===== config.mk =====
export PLATFORM = sky130hd
export DESIGN_NAME = vrc_top
export DESIGN_NICKNAME = d
export VERILOG_FILES = /design/src/design/vrc_pkg.sv /design/src/design/vrc_top.sv /design/src/design/vrc_sync.sv
export SDC_FILE = /design/constraint.sdc
export NUM_CORES = 1
export LEC_CHECK = 0
export BUFFER_PORTS_ARGS = -buffer_cell sky130_fd_sc_hd__buf_2
export CORE_MARGIN = 10
export CORE_UTILIZATION = 45
export DETAILED_ROUTE_END_ITERATION = 6
export PLACE_DENSITY_LB_ADDON = 0.05
export SLEW_MARGIN = 10
export SYNTH_ARGS = -nofsm -noshare
export SYNTH_HDL_FRONTEND = slang
export SYNTH_HIERARCHICAL = 1
export SYNTH_SLANG_ARGS = --single-unit

===== constraint.sdc =====
create_clock -name i_clock -period 2.45 [get_ports i_clock]
set_input_delay 0.245 -clock i_clock [delete_from_list [all_inputs] [get_ports i_clock]]
set_output_delay 0.245 -clock i_clock [all_outputs]
set_load 0.05 [all_outputs]

===== src/design/vrc_pkg.sv =====
package vrc_pkg;

  // Register map: word index, byte address is four times the index
  localparam logic [7:0] REF_CTRL_OFS   = 8'hD1;
  localparam logic [7:0] FORCE_STS_OFS  = 8'hD2;
  localparam logic [9:0] REF_CTRL_ADDR  = {REF_CTRL_OFS, 2'h0};
  localparam logic [9:0] FORCE_STS_ADDR = {FORCE_STS_OFS, 2'h0};

  // Field positions of reference_control
  localparam int REF_BUFFER_ENABLE_BIT  = 0;
  localparam int ANALOG_BIAS_ENABLE_BIT = 1;
  localparam int TEMP_SENSOR_ENABLE_BIT = 2;
  localparam int REF_SOURCE_SELECT_BIT  = 3;

  localparam logic [7:0] REF_CTRL_RESET = 8'h00;
  localparam logic [7:0] REF_CTRL_MASK  = 8'h0F;

  localparam logic [1:0] HTRANS_NONSEQ = 2'h2;
  localparam logic [2:0] HSIZE_WORD    = 3'h2;

  // Analog control outputs
  typedef struct packed {
    logic ref_source_select;
    logic temp_sensor_enable;
    logic temp_sensor_drive;
    logic converter_bias_enable;
    logic ref_bias_enable;
    logic ref_buffer_enable;
  } vrc_analog_t;

  // Peripheral enable inputs
  typedef struct packed {
    logic converter_zero_enable;
    logic int_osc_enable;
    logic int_vref_enable;
    logic clock_mult_enable;
  } vrc_periph_t;

endpackage : vrc_pkg


===== src/design/vrc_top.sv =====
// The implementer's own choice: the AHB-Lite interface to the registers.
`timescale 1ns/1ps
module vrc_top (
  // Clock and reset
  input  wire logic              i_clock,
  input  wire logic              i_rst_b,
  // AHB-Lite slave
  input  wire logic              i_hsel,
  input  wire logic [9:0]        i_haddr,
  input  wire logic [1:0]        i_htrans,
  input  wire logic              i_hwrite,
  input  wire logic [2:0]        i_hsize,
  input  wire logic [31:0]       i_hwdata,
  input  wire logic              i_hready,
  output logic      [31:0]       o_hrdata,
  output logic                   o_hreadyout,
  output logic                   o_hresp,
  // Peripheral enables from other blocks
  input  wire vrc_pkg::vrc_periph_t i_periph,
  // Analog controls
  output vrc_pkg::vrc_analog_t   o_analog
);

  vrc_pkg::vrc_periph_t periph_s;
  logic [3:0]           periph_sync;

  // Peripheral enables cross in from other domains
  vrc_sync u_sync (
    .i_clock (i_clock),
    .i_rst_b (i_rst_b),
    .i_async (i_periph),
    .o_sync  (periph_sync)
  );
  assign periph_s = periph_sync;

  // Bus address phase capture
  logic       wr_pend;
  logic       rd_pend;
  logic [9:0] addr_q;
  logic       next_wr_pend;
  logic       next_rd_pend;
  logic [9:0] next_addr_q;
  logic       take;

  // Only whole-word NONSEQ transfers are accepted
  assign take = i_hsel && i_hready && (i_htrans == vrc_pkg::HTRANS_NONSEQ)
                && (i_hsize == vrc_pkg::HSIZE_WORD);

  always_comb begin
    next_wr_pend = take && i_hwrite;
    next_rd_pend = take && !i_hwrite;
    next_addr_q  = take ? i_haddr : addr_q;
  end

  always_ff @(posedge i_clock) begin
    if (!i_rst_b) begin
      wr_pend <= 1'b0;
      rd_pend <= 1'b0;
      addr_q  <= 10'h000;
    end else begin
      wr_pend <= next_wr_pend;
      rd_pend <= next_rd_pend;
      addr_q  <= next_addr_q;
    end
  end

  // Control register
  logic [7:0] ref_ctrl;
  logic [7:0] next_ref_ctrl;

  // Write data is taken in the data phase
  always_comb begin
    next_ref_ctrl = ref_ctrl;
    if (wr_pend && addr_q == vrc_pkg::REF_CTRL_ADDR) begin
      next_ref_ctrl = i_hwdata[7:0] & vrc_pkg::REF_CTRL_MASK;
    end
  end

  always_ff @(posedge i_clock) begin
    if (!i_rst_b) begin
      ref_ctrl <= vrc_pkg::REF_CTRL_RESET;
    end else begin
      ref_ctrl <= next_ref_ctrl;
    end
  end

  // Read data, registered for the data phase
  logic [31:0] rdata;
  logic [31:0] next_rdata;

  always_comb begin
    next_rdata = 32'h0000_0000;
    if (take && !i_hwrite) begin
      unique case (i_haddr)
        vrc_pkg::REF_CTRL_ADDR:  next_rdata = {24'h00_0000, next_ref_ctrl};
        vrc_pkg::FORCE_STS_ADDR: next_rdata = {28'h000_0000, periph_s};
        default:                 next_rdata = 32'h0000_0000;
      endcase
    end
  end

  always_ff @(posedge i_clock) begin
    if (!i_rst_b) begin
      rdata <= 32'h0000_0000;
    end else begin
      rdata <= next_rdata;
    end
  end

  // Bus response: zero wait states, always OKAY
  logic bus_ready;
  logic bus_resp;
  logic next_bus_ready;
  logic next_bus_resp;

  always_comb begin
    next_bus_ready = 1'b1;
    next_bus_resp  = 1'b0;
  end

  always_ff @(posedge i_clock) begin
    if (!i_rst_b) begin
      bus_ready <= 1'b1;
      bus_resp  <= 1'b0;
    end else begin
      bus_ready <= next_bus_ready;
      bus_resp  <= next_bus_resp;
    end
  end

  assign o_hrdata    = rdata;
  assign o_hreadyout = bus_ready;
  assign o_hresp     = bus_resp;

  // Analog control outputs
  vrc_pkg::vrc_analog_t analog;
  vrc_pkg::vrc_analog_t next_analog;

  always_comb begin
    next_analog.ref_source_select  = next_ref_ctrl[vrc_pkg::REF_SOURCE_SELECT_BIT];
    next_analog.temp_sensor_enable = next_ref_ctrl[vrc_pkg::TEMP_SENSOR_ENABLE_BIT];
    next_analog.temp_sensor_drive  = next_ref_ctrl[vrc_pkg::TEMP_SENSOR_ENABLE_BIT];
    next_analog.converter_bias_enable =
      next_ref_ctrl[vrc_pkg::ANALOG_BIAS_ENABLE_BIT]
      | periph_s.converter_zero_enable | periph_s.int_osc_enable;
    next_analog.ref_bias_enable = periph_s.int_vref_enable
      | next_ref_ctrl[vrc_pkg::TEMP_SENSOR_ENABLE_BIT] | periph_s.clock_mult_enable;
    next_analog.ref_buffer_enable = next_ref_ctrl[vrc_pkg::REF_BUFFER_ENABLE_BIT];
  end

  always_ff @(posedge i_clock) begin
    if (!i_rst_b) begin
      analog <= '0;
    end else begin
      analog <= next_analog;
    end
  end

  assign o_analog = analog;

  // Checks on the outputs and the register
  a_force_bias: assert property (@(posedge i_clock) disable iff (!i_rst_b)
    (periph_s.converter_zero_enable || periph_s.int_osc_enable)
    |=> analog.converter_bias_enable)
    else $error("converter bias not forced");
  a_ref_bias_auto: assert property (@(posedge i_clock) disable iff (!i_rst_b)
    (periph_s.int_vref_enable || periph_s.clock_mult_enable)
    |=> analog.ref_bias_enable)
    else $error("reference bias not enabled");
  a_sensor_bias: assert property (@(posedge i_clock) disable iff (!i_rst_b)
    analog.temp_sensor_enable
    |-> analog.ref_bias_enable)
    else $error("reference bias off while sensor on");
  a_upper_zero: assert property (@(posedge i_clock) disable iff (!i_rst_b)
    ref_ctrl[7:4] == 4'h0)
    else $error("upper bits not zero");
  a_read_value: assert property (@(posedge i_clock) disable iff (!i_rst_b)
    (rd_pend && addr_q == vrc_pkg::REF_CTRL_ADDR)
    |-> rdata == {24'h00_0000, ref_ctrl})
    else $error("read data differs from register");
  a_read_idle: assert property (@(posedge i_clock) disable iff (!i_rst_b)
    !rd_pend
    |-> rdata == 32'h0000_0000)
    else $error("read data outside data phase");
  a_write_follow: assert property (@(posedge i_clock) disable iff (!i_rst_b)
    (wr_pend && addr_q == vrc_pkg::REF_CTRL_ADDR)
    |=> analog.ref_source_select == $past(i_hwdata[vrc_pkg::REF_SOURCE_SELECT_BIT])
    && analog.ref_buffer_enable == $past(i_hwdata[vrc_pkg::REF_BUFFER_ENABLE_BIT]))
    else $error("outputs did not follow write");
  a_bias_manual: assert property (@(posedge i_clock) disable iff (!i_rst_b)
    (!periph_s.converter_zero_enable && !periph_s.int_osc_enable)
    |=> analog.converter_bias_enable == ref_ctrl[vrc_pkg::ANALOG_BIAS_ENABLE_BIT])
    else $error("manual bias mismatch");
  a_sensor_drive: assert property (@(posedge i_clock) disable iff (!i_rst_b)
    analog.temp_sensor_drive == ref_ctrl[vrc_pkg::TEMP_SENSOR_ENABLE_BIT])
    else $error("sensor drive mismatch");
  a_source_sel: assert property (@(posedge i_clock) disable iff (!i_rst_b)
    analog.ref_source_select == ref_ctrl[vrc_pkg::REF_SOURCE_SELECT_BIT])
    else $error("source select mismatch");
  a_buffer_en: assert property (@(posedge i_clock) disable iff (!i_rst_b)
    analog.ref_buffer_enable == ref_ctrl[vrc_pkg::REF_BUFFER_ENABLE_BIT])
    else $error("buffer enable mismatch");
  a_bus_okay: assert property (@(posedge i_clock) disable iff (!i_rst_b)
    bus_ready && !bus_resp)
    else $error("bus not ready or not okay");

  // Main scenarios
  c_write: cover property (@(posedge i_clock) wr_pend && addr_q == vrc_pkg::REF_CTRL_ADDR);
  c_read: cover property (@(posedge i_clock) rd_pend && addr_q == vrc_pkg::REF_CTRL_ADDR);
  c_forced: cover property (@(posedge i_clock) analog.converter_bias_enable && !ref_ctrl[1]);
  c_auto_bias: cover property (@(posedge i_clock)
    analog.ref_bias_enable && !analog.temp_sensor_enable);
  c_supply_ref: cover property (@(posedge i_clock) analog.ref_source_select);

endmodule : vrc_top


===== src/design/vrc_sync.sv =====
`timescale 1ns/1ps
module vrc_sync (
  // Clock and reset
  input  wire logic       i_clock,
  input  wire logic       i_rst_b,
  // Asynchronous levels
  input  wire logic [3:0] i_async,
  // Synchronised levels
  output logic      [3:0] o_sync
);

  logic [3:0] stage1;
  logic [3:0] stage2;

  always_ff @(posedge i_clock) begin
    if (!i_rst_b) begin
      stage1 <= 4'h0;
      stage2 <= 4'h0;
    end else begin
      stage1 <= i_async;
      stage2 <= stage1;
    end
  end

  assign o_sync = stage2;

endmodule : vrc_sync


* Word level (Yosys, flattened, before mapping)
Index checks and enable logic that the tools add are counted.
Cells by class: multiplexer cells 2, bitwise gates (word level) 4, equality and inequality tests 5, reduce and logical (&&, ||, !) cells 8
Operators with widths (count):
- $eq 10x10->1 const B | 3
- $pmux 8 s2 | 1
- $mux 8 | 1
- $logic_and 1x1->1 | 6
- $or 1x1->1 | 4
- $eq 3x2->1 const B | 1
- $eq 2x2->1 const B | 1
- $reduce_and 2->1 | 1
- $logic_not 1->1 | 1
Word-level totals: register bits 64, output and inout port bits 40

* Logic depth before layout (Yosys ltp)
depth after elaboration 5, gate-level depth with buffers 5, depth with buffers taken out 4

* Cells and area by module
Netlist, hierarchy kept.
Modules (own cells, without submodules):
- vrc_top | sequential area each 580.6 um^2, times used 1, cells an instance 129, area each 1330.0 um^2
- vrc_sync | sequential area each 160.2 um^2, times used 1, cells an instance 16, area each 210.2 um^2

* Worst setup path before layout
Ideal clock, no wire load.
path kind input to register, start point in i_haddr[0], end point reg rdata[4] (netlist: o_hrdata[4]), path buffers 1, library setup time 72 ps, cell stages on the path 4, data arrival time 1515 ps, path slack 862 ps, required time 2378 ps, path through or4_4 or4_4 buf_6 nor3b_2
On the way: word-level cells in the longest chain between the ends 2, elaborated cells on any way between the ends 3, those cells by class eq/ne: 2; mux: 1
RTL lines:
- from (decl) | RTL line vrc_top.sv:9 | input wire logic [9:0] i_haddr,
- $eq 10x10->1 | RTL line vrc_top.sv:94 | unique case (i_haddr)
- $pmux 8 s2 * | RTL line vrc_top.sv:94
- to (signal assigned) | RTL line vrc_top.sv:106 | rdata <= next_rdata;
- to (decl) | RTL line vrc_top.sv:88 | logic [31:0] rdata;
Mark *: on every way between the ends. The rest lies on a longest branch, timed or not. A chain may end at the register's enable or synchronous reset.

* Worst setup path after layout
start point reg addr_q[0], end point reg rdata[2] (netlist: o_hrdata[2])
On the way: word-level cells in the longest chain between the ends 4
RTL lines:
- from (decl) | RTL line vrc_top.sv:39 | logic [9:0] addr_q;
- from (signal assigned) | RTL line vrc_top.sv:63 | addr_q <= next_addr_q;
- $eq 10x10->1 | RTL line vrc_top.sv:74 | if (wr_pend && addr_q == vrc_pkg::REF_CTRL_ADDR) begin
- $logic_and 1x1->1 | RTL line vrc_top.sv:74
- $mux 8 | RTL line vrc_top.sv:74
- $pmux 8 s2 | RTL line vrc_top.sv:94
No other way between the ends.

==> metrics.log <==
INFO  metric finalCoreUtilization = 0.529
INFO  metric power.density = 685 mW/mm^2
INFO  metric maxSlewViolCount = 0
INFO  metric antenna-diode-count = 0
INFO  metric min_delay_path_depth = 2
INFO  metric yosys-mux-area-fraction = 0.0910
INFO  metric wl_per_cell = 12.9 um
INFO  metric post_cts_buffers = 0
INFO  metric basic_gate_share_of_the_synthesized_area_counting_and_or_nand_and_nor_cells = 0.217
INFO  metric dp_hpwl = 2.37 mm
INFO  metric initial_utilization = 0.465
INFO  metric yosys_register_bits = 37
INFO  metric final-hold-violation-count = 0
INFO  metric synth.yosys.warnings = 6
INFO  metric core = 0.00331 mm^2
INFO  metric timing.critical_path.required = 2.69 ns
INFO  metric drive_gt1_frac = 0.312
INFO  metric clkSinkCount = 37
INFO  metric design.die.area = 0.00616 mm^2
INFO  metric min_path_type = input port to flip-flop
INFO  metric cts_buffers = 5
INFO  metric fillers = 332
INFO  metric final_area = 0.00175 mm^2
INFO  metric first_global_vias = 1068
INFO  metric netlist_area = 0.00154 mm^2
INFO  metric xor_xnor_share_of_the_synthesized_area = 0
INFO  metric num_rows = 21
INFO  metric boundaryPins = 96
INFO  metric synth.distinct_cells = 24
INFO  metric grt.total_usage = 0.101
INFO  metric insertion_delay = 0.35 ns
INFO  metric final_weighted_congestion_in_routability_driven_placement = 0.745
INFO  metric area_growth_syn_to_layout = 13.7%
INFO  metric detailedRoute.firstPassIterationCount = 4
INFO  metric drt.antenna.violating_nets = 0
INFO  metric max_cap_violations = 0
INFO  metric sequential_share_of_the_synthesized_area = 0.481
INFO  metric setup_viol = 0
INFO  metric die_width = 78.5 um
INFO  metric cp_class = flip-flop to flip-flop
INFO  metric synthTopCellsByArea = sky130_fd_sc_hd__dfxtp_1 48%, sky130_fd_sc_hd__buf_4 15%, sky130_fd_sc_hd__mux2i_1 9.1%
INFO  metric largest_net_degree_at_the_start_of_global_routing = 30
INFO  metric ir_drop = 0.374 mV
INFO  metric tightest_slew = 0.655 ns
INFO  metric result_of_the_run = finished clean
INFO  metric worst-endpoint-arrival = 1.87 ns
INFO  metric detailroute.via_count = 981
INFO  metric ctsLongestPathBuffers = 2
INFO  metric maxClockFrequency = 613 MHz
INFO  metric antenna_found_initial = 0
INFO  metric tritoncts = yes
INFO  metric post_synth_fa_ha_maj_area_fraction = 0
INFO  metric clockRootBuffer = sky130_fd_sc_hd__clkbuf_4
INFO  metric ctsHtreeMaxLevel = 2
INFO  metric leakage = 0.876 nW
INFO  metric finalNetCount = 241
INFO  metric setup_tns = 0 ns
INFO  metric chipHeight = 78.5 um
INFO  metric remaining_drc_errors = 0
INFO  metric postRouteWirelength = 2.98 mm
INFO  metric netlist_instances = 145
INFO  metric clkSlewWorstSetupHoldPaths = 0.11 ns
INFO  metric period_share = 0.666
INFO  metric yosysTopAreaCellShare = 0.481
INFO  metric dominant_combinational_cell_family_by_area_after_synthesis = simple AND/OR/NAND/NOR gates
INFO  metric post_cts_resized = 0
INFO  metric setup.worst_path.start_class = flip-flop
INFO  metric timing.slew.headroom = 0.559
INFO  metric number_of_drc_markers_after_the_initial_detailed_route_iteration = 49
INFO  metric reg2reg_depth = 5
INFO  metric globalRoute.totalOverflow = 0
INFO  metric synth_top_cell_by_area = sky130_fd_sc_hd__dfxtp_1
INFO  metric finalWorstPathRequiredPeriod = 1.63 ns
INFO  metric crit_fanout = 12
INFO  metric io_buffer_count = 41
INFO  metric rsz0062_at_grt = no
INFO  metric grt_pass1_wl = 4.91 mm
INFO  metric routed_via_density = 4.23
INFO  metric finClkSkew = 0.00719 ns
INFO  metric cts.hold.buffers_added = 0
INFO  metric postSynthAreaPerCell = 10.6 um^2
INFO  metric crit_path_capture_type = flip-flop
INFO  metric synth_compound_area_frac = 0.0325
INFO  metric placed_area = 0.00166 mm^2
[layout by cell type (no fill, tap or decap), types with 3 or more instances in the layout]
cell type                   instances
sky130_fd_sc_hd__and2_1             8
sky130_fd_sc_hd__and3_1             4
sky130_fd_sc_hd__buf_2             41
sky130_fd_sc_hd__buf_4              3
sky130_fd_sc_hd__clkbuf_4           5
sky130_fd_sc_hd__conb_1            26
sky130_fd_sc_hd__dfxtp_1           37
sky130_fd_sc_hd__inv_1              4
sky130_fd_sc_hd__mux2i_1           14
sky130_fd_sc_hd__nor2_1             3
sky130_fd_sc_hd__nor2b_1           15
sky130_fd_sc_hd__nor3b_2            4
sky130_fd_sc_hd__nor4bb_1           3
sky130_fd_sc_hd__o2bb2ai_1          4
[final timing paths]
| path | start | end | slack, ns |
|---|---|---|---|
| setup / recovery | addr_q[0] | o_hrdata[2] | 0.82 |
| setup reg to reg | addr_q[0] | o_hrdata[2] | 0.82 |
| hold / removal | i_periph[2] | u_sync/stage1[2] | 0.09 |
| hold reg to reg | ref_ctrl[6] | o_hrdata[6] | 0.45 |
[worst max-delay path, cell delays in order (launching register included)]
cell                        delay, ns
sky130_fd_sc_hd__dfxtp_1         0.33
sky130_fd_sc_hd__nor4b_1         0.42
sky130_fd_sc_hd__nand4_1         0.16
sky130_fd_sc_hd__buf_4           0.21
sky130_fd_sc_hd__mux2i_1         0.28
sky130_fd_sc_hd__o2bb2ai_1       0.12
[stage by stage]
stage | total power (W) | worst slack [ns] | instances | hold WS [ns]
3_5_place_dp | 0.000767 | 0.588 | 224 | 0.417
2_1_floorplan | 0.000768 | 0.862 | 169 | 0.359
5_1_grt | 0.00125 | 0.712 | 232 | 0.0607
4_1_cts | 0.00121 | 0.836 | 232 | 0.0855
6_report | 0.00120 | 0.819 | 232 | 0.0910
3_3_place_gp | 0.000766 | 0.697 | 224 | 0.426
[report_power, final]
group	internal [W]	total, W	switching (W)
combinational	0.0000293	0.000142	0.000113
sequential	0.000610	0.000612	0.00000263
clock	0.000242	0.000445	0.000203
total	0.000881	0.00120	0.000319
[sequential cells by signal (all words and copies together), names as in the netlist]
signal	flops
u_sync/stage1	4
addr_q	10
o_analog	2
ref_ctrl	8
u_sync/o_sync	4
o_hrdata	8
wr_pend	1
[routing by layer]
layer	part of all wire	global-route usage
met2	0.45	0.154
met4	0.020	0.0484
met5	0	0
met1	0.42	0.104
met3	0.11	0.0683
[logic make-up after synthesis]
kind of cell | after synthesis
simple gates | 47
mux | 14
other cells | 2
compound gates | 6
flops | 37
buf+inv | 39
[cells in the mapped netlist]
master and n:
sky130_fd_sc_hd__and3_1 4, sky130_fd_sc_hd__nand3_1 1, sky130_fd_sc_hd__conb_1 2, sky130_fd_sc_hd__clkbuf_1 3, sky130_fd_sc_hd__nand2_1 1, sky130_fd_sc_hd__mux2i_1 14
sky130_fd_sc_hd__nor3b_2 4, sky130_fd_sc_hd__nor4bb_1 3, sky130_fd_sc_hd__buf_4 30, sky130_fd_sc_hd__dfxtp_1 37, sky130_fd_sc_hd__nor2b_1 15, sky130_fd_sc_hd__o2bb2ai_1 4
sky130_fd_sc_hd__nor4_1 1, sky130_fd_sc_hd__buf_2 1, sky130_fd_sc_hd__nand4b_1 1, sky130_fd_sc_hd__a21boi_1 2, sky130_fd_sc_hd__buf_6 1, sky130_fd_sc_hd__or4_4 2
sky130_fd_sc_hd__nor2_1 3, sky130_fd_sc_hd__nor4b_1 1, sky130_fd_sc_hd__and2_1 8, sky130_fd_sc_hd__nand4_1 1, sky130_fd_sc_hd__nand2b_1 2, sky130_fd_sc_hd__inv_1 4
[area by class of cell]
cell class | instances | area, um^2 | area share
Clock inverter | 2 | 37.5 | 0.0214
Tap cell | 46 | 57.6 | 0.0329
Inverter | 4 | 15.0 | 0.00857
Multi-Input combinational cell | 93 | 622 | 0.355
Sequential cell | 37 | 741 | 0.423
Clock buffer | 6 | 51.3 | 0.0293
Timing Repair Buffer | 44 | 228 | 0.130
Note: power is estimated with default switching activity, not from simulation.
